## src/hw/conv_pkg.sv

```systemverilog
/*
  Constants, field layout and types for the converter control block.
  Assumes a 32-bit AXI4-Lite bus and one 20 MHz bus clock.
*/
package conv_pkg;

  // Bus clock rate
  localparam int BUS_CLOCK_HZ = 20000000;

  // AXI4-Lite
  localparam int ADDR_W = 4;
  localparam logic [ADDR_W-1:0] ADDR_STATUS_CONTROL = 4'h0;
  localparam logic [ADDR_W-1:0] ADDR_RESULT = 4'h4;
  localparam logic [ADDR_W-1:0] ADDR_CLOCK_CONFIG = 4'h8;
  localparam logic [1:0] RESP_OKAY = 2'h0;
  localparam logic [1:0] RESP_SLVERR = 2'h2;
  localparam logic [31:0] READ_ZERO = 32'h0000_0000;

  // Status/control field positions
  localparam int SC_CONVERSION_COMPLETE_FLAG_BIT = 7;
  localparam int SC_CONVERSION_INTERRUPT_ENABLE_BIT = 6;
  localparam int SC_CONTINUOUS_CONVERSION_ENABLE_BIT = 5;
  localparam int SC_CH_LSB = 0;
  localparam int CH_W = 5;

  // Clock config field positions
  localparam int CK_DIV_LSB = 5;
  localparam int CK_SRC_BIT = 4;
  localparam int DIV_W = 3;

  // Channel codes
  localparam logic [CH_W-1:0] CH_PIN_LAST = 5'h07;
  localparam logic [CH_W-1:0] CH_REF_HIGH = 5'h1D;
  localparam logic [CH_W-1:0] CH_REF_LOW = 5'h1E;
  localparam logic [CH_W-1:0] CH_POWER_OFF = 5'h1F;
  localparam int PIN_COUNT = 8;

  // Reset values
  localparam logic [CH_W-1:0] CH_RESET = CH_POWER_OFF;
  localparam logic [DIV_W-1:0] DIV_RESET = 3'h0;
  localparam logic SRC_RESET = 1'b0;
  localparam logic [7:0] RESULT_RESET = 8'h00;

  // Divider terminal counts
  localparam logic [3:0] DIV_MASK_1 = 4'h0;
  localparam logic [3:0] DIV_MASK_2 = 4'h1;
  localparam logic [3:0] DIV_MASK_4 = 4'h3;
  localparam logic [3:0] DIV_MASK_8 = 4'h7;
  localparam logic [3:0] DIV_MASK_16 = 4'hF;

  // Conversion length in converter clock cycles
  localparam logic [4:0] CONV_TICKS_MIN = 5'h10;
  localparam logic [4:0] CONV_TICKS_MAX = 5'h11;

  typedef struct packed {
    logic start;
    logic power_down;
    logic conv_tick;
    logic [CH_W-1:0] channel;
  } core_ctrl_t;

  typedef enum logic [1:0] {
    ST_IDLE,
    ST_ARM,
    ST_CONV
  } seq_state_t;

endpackage

```

## src/hw/conv_clk_div.sv

```systemverilog
/*
  Converter clock divider producing a one-cycle enable per converter cycle.
  Assumes the oscillator arrives as a synchronous one-cycle tick.
*/
`timescale 1ns/1ns
`default_nettype none
module conv_clk_div
  import conv_pkg::*;
(
  // Clock and reset
  input wire logic clk_i,
  input wire logic rst_n_i,
  // Control
  input wire logic clear_i,
  input wire logic osc_tick_i,
  input wire logic src_bus_i,
  input wire logic [DIV_W-1:0] div_i,
  // Enable out
  output logic tick_o
);

  logic [3:0] cnt_q;
  logic [3:0] mask;
  logic src_tick;

  assign src_tick = src_bus_i | osc_tick_i;

  always_comb begin
    unique case (div_i)
      3'h0: mask = DIV_MASK_1;
      3'h1: mask = DIV_MASK_2;
      3'h2: mask = DIV_MASK_4;
      3'h3: mask = DIV_MASK_8;
      default: mask = DIV_MASK_16;
    endcase
  end

  always_ff @(posedge clk_i or negedge rst_n_i) begin
    if (!rst_n_i) begin
      cnt_q <= 4'h0;
      tick_o <= 1'b0;
    end else if (clear_i) begin
      cnt_q <= 4'h0;
      tick_o <= 1'b0;
    end else begin
      tick_o <= src_tick && (cnt_q >= mask);
      if (src_tick) begin
        cnt_q <= (cnt_q >= mask) ? 4'h0 : cnt_q + 4'h1;
      end
    end
  end

endmodule
`default_nettype wire

```

## src/hw/sar_converter_control.sv

```systemverilog
/*
  Control logic of an 8-bit eight-channel successive approximation
  converter: AXI4-Lite registers, pin takeover, sequencing, flag and
  interrupt, clock divider. Assumes an analog core that converts on the
  converter clock enable, and port logic that honours the enables here.
*/
// Implementation choices: the AXI4-Lite interface to the registers and the placing of the registers.
// Function
// - Selected pin forced to converter input
// - Taken pin ignores port, reads zero
// - Result linear, all ones at high reference
// - Status write starts; 16 to 17 cycles
// - Continuous mode overwrites result every conversion
// - Continuous: flag holds until write or read
// - Single mode: one conversion per write
// - Flag read-only with interrupt disabled, cleared by write or read
// - Interrupt at conversion end while flag zero
// - Flag software-writable with interrupt enabled
// - Read or write removes pending interrupt
// - Reset clears flag, interrupt, continuous bits
// - Wait mode keeps converting, interrupt wakes
// - Stop aborts conversion, resumes after exit
// - All-ones channel powers converter off
// - Unused channel gives undefined result
// - Result register loaded on every completion
// - Divider field selects 1,2,4,8,16
// - Source select: one bus, zero oscillator
`timescale 1ns/1ns
`default_nettype none
module sar_converter_control
  import conv_pkg::*;
(
  // Clock and reset
  input wire logic MCLK_I,
  input wire logic ARST_N_I,
  // AXI4-Lite write
  input wire logic [ADDR_W-1:0] S_AXI_AWADDR_I,
  input wire logic S_AXI_AWVALID_I,
  output logic S_AXI_AWREADY_O,
  input wire logic [31:0] S_AXI_WDATA_I,
  input wire logic [3:0] S_AXI_WSTRB_I,
  input wire logic S_AXI_WVALID_I,
  output logic S_AXI_WREADY_O,
  output logic [1:0] S_AXI_BRESP_O,
  output logic S_AXI_BVALID_O,
  input wire logic S_AXI_BREADY_I,
  // AXI4-Lite read
  input wire logic [ADDR_W-1:0] S_AXI_ARADDR_I,
  input wire logic S_AXI_ARVALID_I,
  output logic S_AXI_ARREADY_O,
  output logic [31:0] S_AXI_RDATA_O,
  output logic [1:0] S_AXI_RRESP_O,
  output logic S_AXI_RVALID_O,
  input wire logic S_AXI_RREADY_I,
  // Clocking and power modes
  input wire logic OSC_TICK_I,
  input wire logic STOP_MODE_I,
  // Analog core
  output core_ctrl_t CORE_CTRL_O,
  input wire logic CORE_DONE_I,
  input wire logic [7:0] CORE_RESULT_I,
  // Shared port pins
  input wire logic [PIN_COUNT-1:0] PIN_IN_I,
  input wire logic [PIN_COUNT-1:0] PORT_DRIVE_EN_I,
  output logic [PIN_COUNT-1:0] PIN_OE_O,
  output logic [PIN_COUNT-1:0] PORT_READ_O,
  // Interrupt request
  output logic IRQ_O
);

  // Bus slave state
  logic aw_full_q;
  logic [ADDR_W-1:0] aw_addr_q;
  logic w_full_q;
  logic [31:0] w_data_q;
  logic [3:0] w_strb_q;
  logic bvalid_q;
  logic [1:0] bresp_q;
  logic rvalid_q;
  logic [1:0] rresp_q;
  logic [31:0] rdata_q;
  logic wr_fire;
  logic rd_fire;
  logic scr_write;
  logic res_read;
  logic wr_mapped;

  // Registers
  logic conversion_complete_flag_q;
  logic conversion_interrupt_enable_q;
  logic continuous_conversion_enable_q;
  logic [CH_W-1:0] channel_q;
  logic [DIV_W-1:0] div_q;
  logic src_bus_q;
  logic [7:0] result_q;
  logic irq_pend_q;
  logic [7:0] scr_value;
  logic [7:0] clk_value;

  // Sequencer
  seq_state_t state_q;
  logic [4:0] tick_cnt_q;
  logic [4:0] tick_next;
  logic start_q;
  logic conv_done;
  logic resume_q;
  logic stop_q;
  logic conv_tick;
  logic powered_off;
  logic [PIN_COUNT-1:0] takeover;

  assign S_AXI_AWREADY_O = !aw_full_q && !bvalid_q;
  assign S_AXI_WREADY_O = !w_full_q && !bvalid_q;
  assign S_AXI_BVALID_O = bvalid_q;
  assign S_AXI_BRESP_O = bresp_q;
  assign S_AXI_ARREADY_O = !rvalid_q;
  assign S_AXI_RVALID_O = rvalid_q;
  assign S_AXI_RRESP_O = rresp_q;
  assign S_AXI_RDATA_O = rdata_q;

  // Write takes effect once both halves are held
  assign wr_fire = aw_full_q && w_full_q && !bvalid_q;
  assign rd_fire = S_AXI_ARVALID_I && !rvalid_q;
  assign wr_mapped = (aw_addr_q == ADDR_STATUS_CONTROL) || (aw_addr_q == ADDR_RESULT)
    || (aw_addr_q == ADDR_CLOCK_CONFIG);
  assign scr_write = wr_fire && (aw_addr_q == ADDR_STATUS_CONTROL) && w_strb_q[0];
  assign res_read = rd_fire && (S_AXI_ARADDR_I == ADDR_RESULT);

  always_ff @(posedge MCLK_I or negedge ARST_N_I) begin
    if (!ARST_N_I) begin
      aw_full_q <= 1'b0;
      aw_addr_q <= ADDR_STATUS_CONTROL;
    end else if (S_AXI_AWVALID_I && S_AXI_AWREADY_O) begin
      aw_full_q <= 1'b1;
      aw_addr_q <= S_AXI_AWADDR_I;
    end else if (wr_fire) begin
      aw_full_q <= 1'b0;
    end
  end

  always_ff @(posedge MCLK_I or negedge ARST_N_I) begin
    if (!ARST_N_I) begin
      w_full_q <= 1'b0;
      w_data_q <= READ_ZERO;
      w_strb_q <= 4'h0;
    end else if (S_AXI_WVALID_I && S_AXI_WREADY_O) begin
      w_full_q <= 1'b1;
      w_data_q <= S_AXI_WDATA_I;
      w_strb_q <= S_AXI_WSTRB_I;
    end else if (wr_fire) begin
      w_full_q <= 1'b0;
    end
  end

  always_ff @(posedge MCLK_I or negedge ARST_N_I) begin
    if (!ARST_N_I) begin
      bvalid_q <= 1'b0;
      bresp_q <= RESP_OKAY;
    end else if (wr_fire) begin
      bvalid_q <= 1'b1;
      bresp_q <= wr_mapped ? RESP_OKAY : RESP_SLVERR;
    end else if (S_AXI_BREADY_I) begin
      bvalid_q <= 1'b0;
    end
  end

  assign scr_value = {conversion_complete_flag_q, conversion_interrupt_enable_q, continuous_conversion_enable_q, channel_q};
  assign clk_value = {div_q, src_bus_q, 4'h0};

  always_ff @(posedge MCLK_I or negedge ARST_N_I) begin
    if (!ARST_N_I) begin
      rvalid_q <= 1'b0;
      rresp_q <= RESP_OKAY;
      rdata_q <= READ_ZERO;
    end else if (rd_fire) begin
      rvalid_q <= 1'b1;
      rresp_q <= RESP_OKAY;
      unique case (S_AXI_ARADDR_I)
        ADDR_STATUS_CONTROL: rdata_q <= {24'h00_0000, scr_value};
        ADDR_RESULT: rdata_q <= {24'h00_0000, result_q};
        ADDR_CLOCK_CONFIG: rdata_q <= {24'h00_0000, clk_value};
        default: begin
          rdata_q <= READ_ZERO;
          rresp_q <= RESP_SLVERR;
        end
      endcase
    end else if (S_AXI_RREADY_I) begin
      rvalid_q <= 1'b0;
    end
  end

  // Control fields of the status/control register
  always_ff @(posedge MCLK_I or negedge ARST_N_I) begin
    if (!ARST_N_I) begin
      conversion_interrupt_enable_q <= 1'b0;
      continuous_conversion_enable_q <= 1'b0;
      channel_q <= CH_RESET;
    end else if (scr_write) begin
      conversion_interrupt_enable_q <= w_data_q[SC_CONVERSION_INTERRUPT_ENABLE_BIT];
      continuous_conversion_enable_q <= w_data_q[SC_CONTINUOUS_CONVERSION_ENABLE_BIT];
      channel_q <= w_data_q[SC_CH_LSB +: CH_W];
    end
  end

  // Clock configuration
  always_ff @(posedge MCLK_I or negedge ARST_N_I) begin
    if (!ARST_N_I) begin
      div_q <= DIV_RESET;
      src_bus_q <= SRC_RESET;
    end else if (wr_fire && (aw_addr_q == ADDR_CLOCK_CONFIG) && w_strb_q[0]) begin
      div_q <= w_data_q[CK_DIV_LSB +: DIV_W];
      src_bus_q <= w_data_q[CK_SRC_BIT];
    end
  end

  // Completion flag; a completion in the clearing cycle wins
  always_ff @(posedge MCLK_I or negedge ARST_N_I) begin
    if (!ARST_N_I) begin
      conversion_complete_flag_q <= 1'b0;
    end else if (conv_done && !conversion_interrupt_enable_q) begin
      conversion_complete_flag_q <= 1'b1;
    end else if (scr_write) begin
      conversion_complete_flag_q <= w_data_q[SC_CONVERSION_INTERRUPT_ENABLE_BIT] ? w_data_q[SC_CONVERSION_COMPLETE_FLAG_BIT] : 1'b0;
    end else if (res_read && !conversion_interrupt_enable_q) begin
      conversion_complete_flag_q <= 1'b0;
    end
  end

  // Pending request; set beats clear
  always_ff @(posedge MCLK_I or negedge ARST_N_I) begin
    if (!ARST_N_I) begin
      irq_pend_q <= 1'b0;
    end else if (conv_done && conversion_interrupt_enable_q) begin
      irq_pend_q <= 1'b1;
    end else if (scr_write || res_read) begin
      irq_pend_q <= 1'b0;
    end
  end

  // Not gated by wait mode, so it can wake the processor
  assign IRQ_O = irq_pend_q && conversion_interrupt_enable_q && !conversion_complete_flag_q;

  // Result capture, overwritten even if unread
  always_ff @(posedge MCLK_I or negedge ARST_N_I) begin
    if (!ARST_N_I) begin
      result_q <= RESULT_RESET;
    end else if (conv_done) begin
      result_q <= CORE_RESULT_I;
    end
  end

  assign powered_off = (channel_q == CH_POWER_OFF);

  conv_clk_div u_div (
    .clk_i(MCLK_I),
    .rst_n_i(ARST_N_I),
    .clear_i(STOP_MODE_I || powered_off),
    .osc_tick_i(OSC_TICK_I),
    .src_bus_i(src_bus_q),
    .div_i(div_q),
    .tick_o(conv_tick)
  );

  // Core may finish early from the sixteenth cycle; seventeen is the cap
  assign tick_next = tick_cnt_q + 5'h01;
  assign conv_done = (state_q == ST_CONV) && conv_tick && !STOP_MODE_I
    && ((CORE_DONE_I && (tick_next >= CONV_TICKS_MIN)) || (tick_next == CONV_TICKS_MAX));

  always_ff @(posedge MCLK_I or negedge ARST_N_I) begin
    if (!ARST_N_I) begin
      stop_q <= 1'b0;
    end else begin
      stop_q <= STOP_MODE_I;
    end
  end

  // Remembers work to redo after stop exit
  always_ff @(posedge MCLK_I or negedge ARST_N_I) begin
    if (!ARST_N_I) begin
      resume_q <= 1'b0;
    end else if (STOP_MODE_I && !stop_q) begin
      resume_q <= (state_q != ST_IDLE) || continuous_conversion_enable_q;
    end else if (!STOP_MODE_I) begin
      resume_q <= 1'b0;
    end
  end

  always_ff @(posedge MCLK_I or negedge ARST_N_I) begin
    if (!ARST_N_I) begin
      state_q <= ST_IDLE;
      tick_cnt_q <= 5'h00;
      start_q <= 1'b0;
    end else begin
      start_q <= 1'b0;
      if (STOP_MODE_I) begin
        state_q <= ST_IDLE;
        tick_cnt_q <= 5'h00;
      end else if (scr_write) begin
        // New write restarts any conversion under way, or ends it if it selects power-off
        state_q <= (w_data_q[SC_CH_LSB +: CH_W] == CH_POWER_OFF) ? ST_IDLE : ST_ARM;
        tick_cnt_q <= 5'h00;
      end else begin
        unique case (state_q)
          ST_IDLE: begin
            if (stop_q && resume_q && !powered_off) begin
              state_q <= ST_ARM;
            end
          end
          ST_ARM: begin
            if (conv_tick) begin
              start_q <= 1'b1;
              tick_cnt_q <= 5'h01;
              state_q <= ST_CONV;
            end
          end
          ST_CONV: begin
            if (conv_done) begin
              tick_cnt_q <= 5'h00;
              state_q <= continuous_conversion_enable_q ? ST_ARM : ST_IDLE;
            end else if (conv_tick) begin
              tick_cnt_q <= tick_next;
            end
          end
        endcase
      end
    end
  end

  always_comb begin
    CORE_CTRL_O.start = start_q;
    CORE_CTRL_O.power_down = powered_off || STOP_MODE_I;
    CORE_CTRL_O.conv_tick = conv_tick;
    CORE_CTRL_O.channel = channel_q;
  end

  // Pin takeover, registered so reads and enables come from flops
  logic [PIN_COUNT-1:0] oe_q;
  logic [PIN_COUNT-1:0] read_q;

  genvar gi;
  generate
    for (gi = 0; gi < PIN_COUNT; gi = gi + 1) begin : g_pin
      assign takeover[gi] = (channel_q <= CH_PIN_LAST) && (channel_q[2:0] == 3'(gi));
      always_ff @(posedge MCLK_I or negedge ARST_N_I) begin
        if (!ARST_N_I) begin
          oe_q[gi] <= 1'b0;
          read_q[gi] <= 1'b0;
        end else begin
          oe_q[gi] <= PORT_DRIVE_EN_I[gi] && !takeover[gi];
          read_q[gi] <= PIN_IN_I[gi] && !takeover[gi];
        end
      end
    end
  endgenerate

  assign PIN_OE_O = oe_q;
  assign PORT_READ_O = read_q;

endmodule
`default_nettype wire

```

## config.mk

```make
export PLATFORM = sky130hd
export DESIGN_NAME = sar_converter_control
export DESIGN_NICKNAME = d
export VERILOG_FILES = /design/src/hw/conv_pkg.sv /design/src/hw/conv_clk_div.sv /design/src/hw/sar_converter_control.sv
export SDC_FILE = /design/constraint.sdc
export NUM_CORES = 1
export LEC_CHECK = 0
export BUFFER_PORTS_ARGS = -buffer_cell sky130_fd_sc_hd__buf_4
export CORE_AREA = 2 2 132 134
export CTS_BUF_LIST = sky130_fd_sc_hd__clkbuf_4 sky130_fd_sc_hd__clkbuf_8
export DETAILED_ROUTE_END_ITERATION = 10
export DIE_AREA = 0 0 134 136
export GPL_TIMING_DRIVEN = 0
export PLACE_DENSITY = 0.51
export SLEW_MARGIN = 5
export SYNTH_ARGS = -nofsm -noshare
export SYNTH_HDL_FRONTEND = slang
export SYNTH_HIERARCHICAL = 1
export SYNTH_SLANG_ARGS = --single-unit
```

## constraint.sdc

```tcl
create_clock -name MCLK_I -period 6.2 [get_ports MCLK_I]
set_input_delay 1.24 -clock MCLK_I [delete_from_list [all_inputs] [get_ports MCLK_I]]
set_output_delay 1.24 -clock MCLK_I [all_outputs]
set_load 0.01 [all_outputs]
```

==> results of run 1 <==
[registers in the layout (all words and copies together), names as in the netlist, 2 cells and up]
name           count
state_q            2
u_div/cnt_q        4
S_AXI_RDATA_O      8
PIN_OE_O           8
result_q           8
aw_addr_q          4
tick_cnt_q         5
channel_q          5
PORT_READ_O        8
div_q              3
w_data_q           8
[layer usage]
metal  part of all wire (%)  track usage, %
met4                    1.8           5.378
met1                     45           13.70
met5                      0               0
met2                     49           17.69
met3                    4.8           2.200
[layout by cell type (no fill, tap or decap), types with 12 or more instances in the layout]
master / count
a21oi_1: 12
and2_1: 13
buf_4: 119
conb_1: 26
dfrtp_1: 74
inv_1: 16
mux2_2: 22
nand2_1: 36
nor2b_1: 15
o21ai_0: 19
[worst max-delay path by stage]
stage	slack, ps	cells past startpoint	startpoint	end
floorplan	3330	2	STOP_MODE_I	CORE_CTRL_O[6]
global placement	2800	4	STOP_MODE_I	CORE_CTRL_O[6]
detailed placement	2820	4	STOP_MODE_I	CORE_CTRL_O[6]
CTS	2810	4	STOP_MODE_I	CORE_CTRL_O[6]
global route	2730	3	channel_q[2]	CORE_CTRL_O[6]
finish	2860	4	STOP_MODE_I	CORE_CTRL_O[6]
[critical path: cells and delay by family]
| kind | cells | cell delay [ps] |
|---|---|---|
| buffers and inverters | 3 | 550 |
| AO/OA/AOI/OAI | 1 | 310 |
[through the flow]
step                utilization, %  area [µm²]  hold slack [ps]  worst slack, ps
floorplan                        -        4046            462.9             3328
global placement             29.65        5004            476.9             2802
detailed placement           29.65        5004            472.0             2821
CTS                          30.90        5215            491.8             2813
global route                 30.90        5215            512.4             2734
finish                       30.90        5215            484.6             2857
[layout make-up]
class	count	area share, %
inverters	16	1.152
repair buffers	90	12.96
multi-input cells	250	33.71
clock inverters	4	1.008
plain buffers	34	4.702
well taps	225	5.398
clock buffers	12	3.047
flip-flops and latches	79	38.03
[kinds of logic after synthesis]
family,after synthesis
other,1
flip-flops,79
adder cells (fa/ha/maj),11
buffers and inverters,50
multiplexers,41
AND/OR/NAND/NOR,111
AO/OA/AOI/OAI,61
[power breakdown]
group	switching [W]	internal, W	total [W]
combinational	0.000288	0.000302	0.000590
clock	0.000202	0.000214	0.000416
sequential	0.000124	0.000646	0.000770
==> summary.txt, run 1 <==
Run status
  – Status: finished clean

Floorplanning
  – Top Ports: around 140
  – Core area: 16880 µm²
  – Die H: roughly 140 µm
  – Die area: between 15000 and 20000 µm²
  – Initial Util: a little under a quarter
  – Row count: between 40 and 50
  – Die width: about 130 µm

Cells and area
  – FF+latch area: around 2000 µm²
  – Ant diodes: 0
  – Non-Filler Instances: 710
  – Layout Nets: ~570
  – Fillers: around 1800
  – Multi-input logic area: 1758 µm²
  – Synth-to-Final Area Change: 31.94%
  – Proportion of layout cells with a drive suffix above 1: 37.32%

Clock network
  – Clock transition at path regs: roughly 90 ps
  – Clock sinks: between 70 and 80
  – Max Root-Sink Buffers: 2
  – Root buf cell: clkbuf_8
  – Post CTS Setup Buffer Count: 0
  – Post-CTS Hold Fix Bufs: 0
  – Htree depth: 3
  – Later-pin clock latency in the skew report: approximately 370 ps
  – CTS tree: built
  – Total CTS buffers: 9
  – Post-CTS sizing: 0

Power and ir drop
  – Pwr Density: 340.5 nW/µm²
  – Power, Total: 0.001776 W
  – Worst VDD drop: between 0.0001 and 0.00015 V
  – Cell leakage power: 2.465 nW

Place
  – Placed insts: a little under 700
  – PortBufs: 90
  – Gpl congestion: about 0.72
  – Post-DP HPWL: 7.329 mm

Worst setup path
  – Cell Chain, Critical Path: buf_4 -> inv_1 -> o21ai_0 -> buf_4
  – Worst reg-to-reg path cell count: 7
  – Critical Path Source Type: input port
  – Worst Path Max Fanout: 6
  – FF-to-FF Start: tick_cnt_q[0]
  – Setup crit end kind: output pin
  – R2r endpoint: result_q[3]
  – Crit-path slowest cell: o21ai_0
  – Max incr delay on CP: 310 ps
  – Data required, critical path: between 4000 and 5000 ps
  – Crit path kind: input port to output pin
  – Worst R2R Setup Slack: 3890 ps
  – Cell mode on critical path: buf_4
  – WP data arrival: roughly 2100 ps

Logic synthesis
  – Synth top cells by count: dfrtp_1 (74), nand2_1 (36), buf_4 (29)
  – Largest family of logic cells by synthesized area: simple AND/OR/NAND/NOR gates
  – Synth area leader: dfrtp_1
  – Number of enable flip-flop cells after synthesis: 0
  – Sequential share of the synthesized area: 50.17%
  – Yosys warning count: 6
  – Synth cell types: 55
  – Post-synth top area share: around 47%
  – Simple-gate share of the synthesized area: ~15%
  – Leading post-synthesis cells by cell area: dfrtp_1 (47%), mux2_2 (6.3%), buf_4 (5.5%)
  – Mux contribution to synthesized area: between 10% and 20%
  – Top-count cell post-synth: dfrtp_1
  – Compound-Gate Fraction of Synth Area: 11.08%
  – Synth Area in Adders: 3.482%
  – Top FF cell, synth: dfrtp_1
  – Post-synthesis cell count: approximately 350
  – Seq cells post-synth: approximately 80
  – Synth Cell Area: 3953 µm²
  – Syn_area_per_cell: roughly 11 µm²
  – Asr flop ratio synth: 100.0%
  – Post-Synth XOR/XNOR Area: 0%

Route
  – TritonRoute pass-1 iters: 4
  – Final ANT Viol Nets: 0
  – Vias post-DR: 2929
  – Wire per inst: 13.66 µm
  – DRC errors left: 0
  – Vias/cell: a little over 4
  – DRT iter0 DRCs: between 100 and 150
  – Post-Route WL: 9.698 mm

GRT
  – Total gr overflow: 0
  – Largest net degree at the start of global routing: 80
  – First-pass GRT wire length: between 15 and 20 mm
  – Initial antenna violation count: 0
  – Gr usage total: 10.85%
  – Vias in the first global route: between 2000 and 3000

Timing
  – Layout Skew: around 11 ps
  – Relative slew slack: 30.13%
  – RSZ-0062 raised after global routing: no
  – Final min period: 3343 ps
  – Least-Margin Pin Slew: 1045 ps
  – Hold Fails Final Rpt: 0
  – FMAX: about 300 MHz
  – Final setup viols: 0
  – Setup_tns: 0 ps
  – Period utilisation layout: between 50% and 60%
  – Max Slew Vio Count: 0

Hold path
  – Hold EP: S_AXI_RDATA_O[3]
  – Hold_sp: S_AXI_RDATA_O[3]
  – Hold Path Stages: 2
  – Worst hold-check path type: register to register

Job
  – Max cap viols: 0
Power figures use the tool's default switching activity.
==> run 2: changes to the inputs <==
--- a/config.mk
+++ b/config.mk
@@ -5,13 +5,14 @@
 export SDC_FILE = /design/constraint.sdc
 export NUM_CORES = 1
 export LEC_CHECK = 0
+export ABC_AREA = 1
 export BUFFER_PORTS_ARGS = -buffer_cell sky130_fd_sc_hd__buf_4
-export CORE_AREA = 2 2 132 134
+export CORE_AREA = 2 2 133 135
 export CTS_BUF_LIST = sky130_fd_sc_hd__clkbuf_4 sky130_fd_sc_hd__clkbuf_8
 export DETAILED_ROUTE_END_ITERATION = 10
-export DIE_AREA = 0 0 134 136
+export DIE_AREA = 0 0 135 137
 export GPL_TIMING_DRIVEN = 0
-export PLACE_DENSITY = 0.51
+export PLACE_DENSITY = 0.52
 export SLEW_MARGIN = 5
 export SYNTH_ARGS = -nofsm -noshare
 export SYNTH_HDL_FRONTEND = slang
==> constraint.sdc (replaced) <==
create_clock -name MCLK_I -period 2.9 [get_ports MCLK_I]
set_input_delay 0.58 -clock MCLK_I [delete_from_list [all_inputs] [get_ports MCLK_I]]
set_output_delay 0.58 -clock MCLK_I [all_outputs]
set_load 0.01 [all_outputs]
==> run 2 against run 1 <==
Effect of this change: clock power grew 100%; hold slack lost 140 ps; sequential share of layout area shrank 0.26 points; global-route usage grew 0.17 points; setup slack lost 2400 ps; combinational power grew 110%; non-clock buffer count shrank 3; final area grew 0.70%; routed wire length is essentially flat; critical path type is now register to output pin.
==> summary.txt, run 2 <==
Run status
  – Status: finished clean

Clock network
  – Total CTS buffers: 9 (unchanged)
  – Root buf cell: clkbuf_8
  – Post-CTS Hold Fix Bufs: 0 (unchanged)
  – Clock sinks: 79 (unchanged)
  – Htree depth: 3 (unchanged)
  – Post-CTS sizing: 0 (unchanged)
  – Clock transition at path regs: 80 ps (about the same)
  – Max Root-Sink Buffers: 2 (unchanged)
  – CTS tree: built
  – Post CTS Setup Buffer Count: 0 (unchanged)
  – Later-pin clock latency in the skew report: 360 ps (about the same)

GRT
  – First-pass GRT wire length: 15.46 mm (+2.3%)
  – Total gr overflow: 0 (unchanged)
  – Initial antenna violation count: 0 (unchanged)
  – Largest net degree at the start of global routing: 80 (unchanged)
  – Vias in the first global route: 3058 (+6.1%)
  – Gr usage total: 11.01% (+0.17 points)

Worst setup path
  – Data required, critical path: 2320 ps (-2640 ps)
  – Critical Path Source Type: register
  – WP data arrival: 1870 ps (-230 ps)
  – Max incr delay on CP: 570 ps (+260 ps)
  – Worst reg-to-reg path cell count: 6 (-1)
  – Cell Chain, Critical Path: nand2_1 -> o21ai_0 -> buf_4
  – Worst path bufs/invs: 1 (-2)
  – Crit path kind: register to output pin
  – Crit-path slowest cell: dfstp_2
  – Setup crit end kind: output pin
  – CP top delay family: flip-flops
  – Critical Path Stages: 3 (-1)
  – Worst Path Max Fanout: 5 (-1)

Power and ir drop
  – Pwr Density: 699.3 nW/µm² (+110%)
  – Worst VDD drop: 0.0003617 V (+210%)
  – Cell leakage power: 2.814 nW (+14%)

Route
  – Wire per inst: 11.71 µm (-14%)
  – Final ANT Viol Nets: 0 (unchanged)
  – Post-Route WL: 9.694 mm (about the same)
  – TritonRoute pass-1 iters: 4 (unchanged)
  – DRT iter0 DRCs: 96 (-30%)
  – Vias/cell: 3.838 (-7.0%)
  – DRC errors left: 0 (unchanged)
  – Vias post-DR: 3178 (+8.5%)

Hold path
  – Worst hold-check path type: input port to register
  – Hold Path Stages: 1 (-1)

Place
  – Placed cell areas: 5055 µm² (+1.0%)
  – Pre-CTS setup slack: 805.2 ps (-2016 ps)
  – Gpl congestion: 0.7618 (+5.4%)
  – Post-DP HPWL: 7.479 mm (+2.1%)
  – PortBufs: 90 (unchanged)

Cells and area
  – Most frequent cells in the layout: buf_4 (118), nand2_1 (116), dfrtp_1 (74)
  – Finished Core Util: 30.79% (-0.11 points)
  – Final Cell Area: 5251 µm² (+0.70%)
  – Proportion of layout cells with a drive suffix above 1: 29.52% (-7.8 points)
  – Commonest non-fill, non-tap cell in the layout: buf_4
  – Fillers: 1886 (+7.5%)
  – Layout Nets: 687 (+21%)
  – Ant diodes: 0 (unchanged)
  – Synth-to-Final Area Change: 31.16%

Logic synthesis
  – Post-synthesis cell count: 472 (+33%)
  – Syn_area_per_cell: 8.483 µm² (-24%)
  – Synth top cells by count: nand2_1 (116), dfrtp_1 (74), inv_1 (69)
  – Asr flop ratio synth: 100.0% (unchanged)
  – Leading post-synthesis cells by cell area: dfrtp_1 (46%), nand2_1 (11%), inv_1 (6.5%)
  – Yosys warning count: 6 (unchanged)
  – Synth Cell Area: 4004 µm² (+1.3%)
  – Number of enable flip-flop cells after synthesis: 0 (unchanged)
  – Top-count cell post-synth: nand2_1
  – Sequential share of the synthesized area: 49.53% (-0.64 points)
  – Post-synth top area share: 46.25% (-0.60 points)
  – Seq cells post-synth: 79 (unchanged)
  – Synth cell types: 34 (-38%)
  – Synth area leader: dfrtp_1
  – Top FF cell, synth: dfrtp_1

Timing
  – Hold Fails Final Rpt: 0 (unchanged)
  – Layout Skew: 10.27 ps (-0.5857 ps)
  – Final min period: between 2000 and 2500 ps
  – Least-Margin Pin Slew: 1060 ps (+14.07 ps)
  – Final setup viols: 0 (unchanged)
  – Relative slew slack: 29.37% (-0.76 points)
  – Max Slew Vio Count: 0 (unchanged)
  – Setup_tns: 0 ps (unchanged)
  – FMAX: just over 400 MHz
  – Period utilisation layout: ~85%
  – PnR worst setup slack: 446.2 ps (-2411 ps)
  – RSZ-0062 raised after global routing: no

Floorplanning
  – Initial Util: 23.47% (+0.053 points)
  – Row count: 48 (unchanged)
  – Die H: 137 µm (+0.74%)
  – Core area: 17060 µm² (+1.1%)
  – Die width: 135 µm (+0.75%)
  – Die area: 18500 µm² (+1.5%)
  – Top Ports: 144 (unchanged)

Job
  – Max cap viols: 0 (unchanged)
[run 2: cell types whose count changed after synthesis, sizes merged, moves of 5 or more]
cell / previous run / this run
a21oi: 12 / 22
and2: 14 / 0
inv: 16 / 71
mux2: 30 / 4
mux2i: 11 / 0
nand2: 36 / 129
nand3: 7 / 21
nand4: 2 / 7
nor2: 12 / 59
nor2b: 15 / 0
nor3b: 5 / 0
o221ai: 5 / 0
[run 2: path summary, 6_finish.rpt]
check | startpoint | end | slack (ps)
min in group asynchronous | ARST_N_I | start_q | 370
max in group asynchronous | ARST_N_I | state_q[0] | 1820
hold reg to reg | result_q[4] | result_q[4] | 480
hold / removal | STOP_MODE_I | stop_q | 350
setup reg to reg | channel_q[0] | u_div/cnt_q[2] | 1080
setup / recovery | channel_q[0] | CORE_CTRL_O[6] | 450
[run 2: cell type report]
| class | instances | area (µm²) | share of cell area, % |
|---|---|---|---|
| plain buffers | 31 | 240.2 | 4.575 |
| well taps | 225 | 281.5 | 5.361 |
| clock buffers | 11 | 138.9 | 2.645 |
| inverters | 71 | 266.5 | 5.075 |
| flip-flops and latches | 79 | 1983 | 37.77 |
| repair buffers | 90 | 675.6 | 12.87 |
| clock inverters | 5 | 57.56 | 1.096 |
| multi-input cells | 316 | 1608 | 30.62 |
[run 2: power by group]
group,switching [W],total [W],internal (W),leakage (nW)
logic,0.000733,0.00125,0.000520,1.74
clock network,0.000414,0.000833,0.000419,0.105
registers,0.000211,0.00159,0.00138,0.967
total,0.00136,0.00367,0.00231,2.81
[run 2: cells by family after synthesis]
| family | share of synthesized area [%] |
|---|---|
| buffers and inverters | 12.66 |
| multiplexers | 1.125 |
| AO/OA/AOI/OAI | 8.219 |
| adder cells (fa/ha/maj) | 3.437 |
| other | 0.09366 |
| AND/OR/NAND/NOR | 24.94 |
| flip-flops | 49.53 |
[run 2: stage by stage]
| stage | cells | total power (W) | hold WS [ps] |
|---|---|---|---|
| global placement | 812 | 0.002867 | 467.3 |
| floorplan | 497 | 0.002393 | 284.4 |
| detailed placement | 812 | 0.002882 | 467.3 |
| CTS | 828 | 0.003745 | 319.7 |
| finish | 828 | 0.003672 | 346.5 |
| global route | 828 | 0.003982 | 324.7 |
[run 2: metal layers]
metal / up-vias / global-route usage [%] / share of wire, %
met5: - / 0 / 0
met4: 0 / 5.440 / 2.2
met3: 14 / 2.519 / 5.3
met2: 71 / 17.74 / 45
met1: 1418 / 13.93 / 47
li1: 1675 / - / -
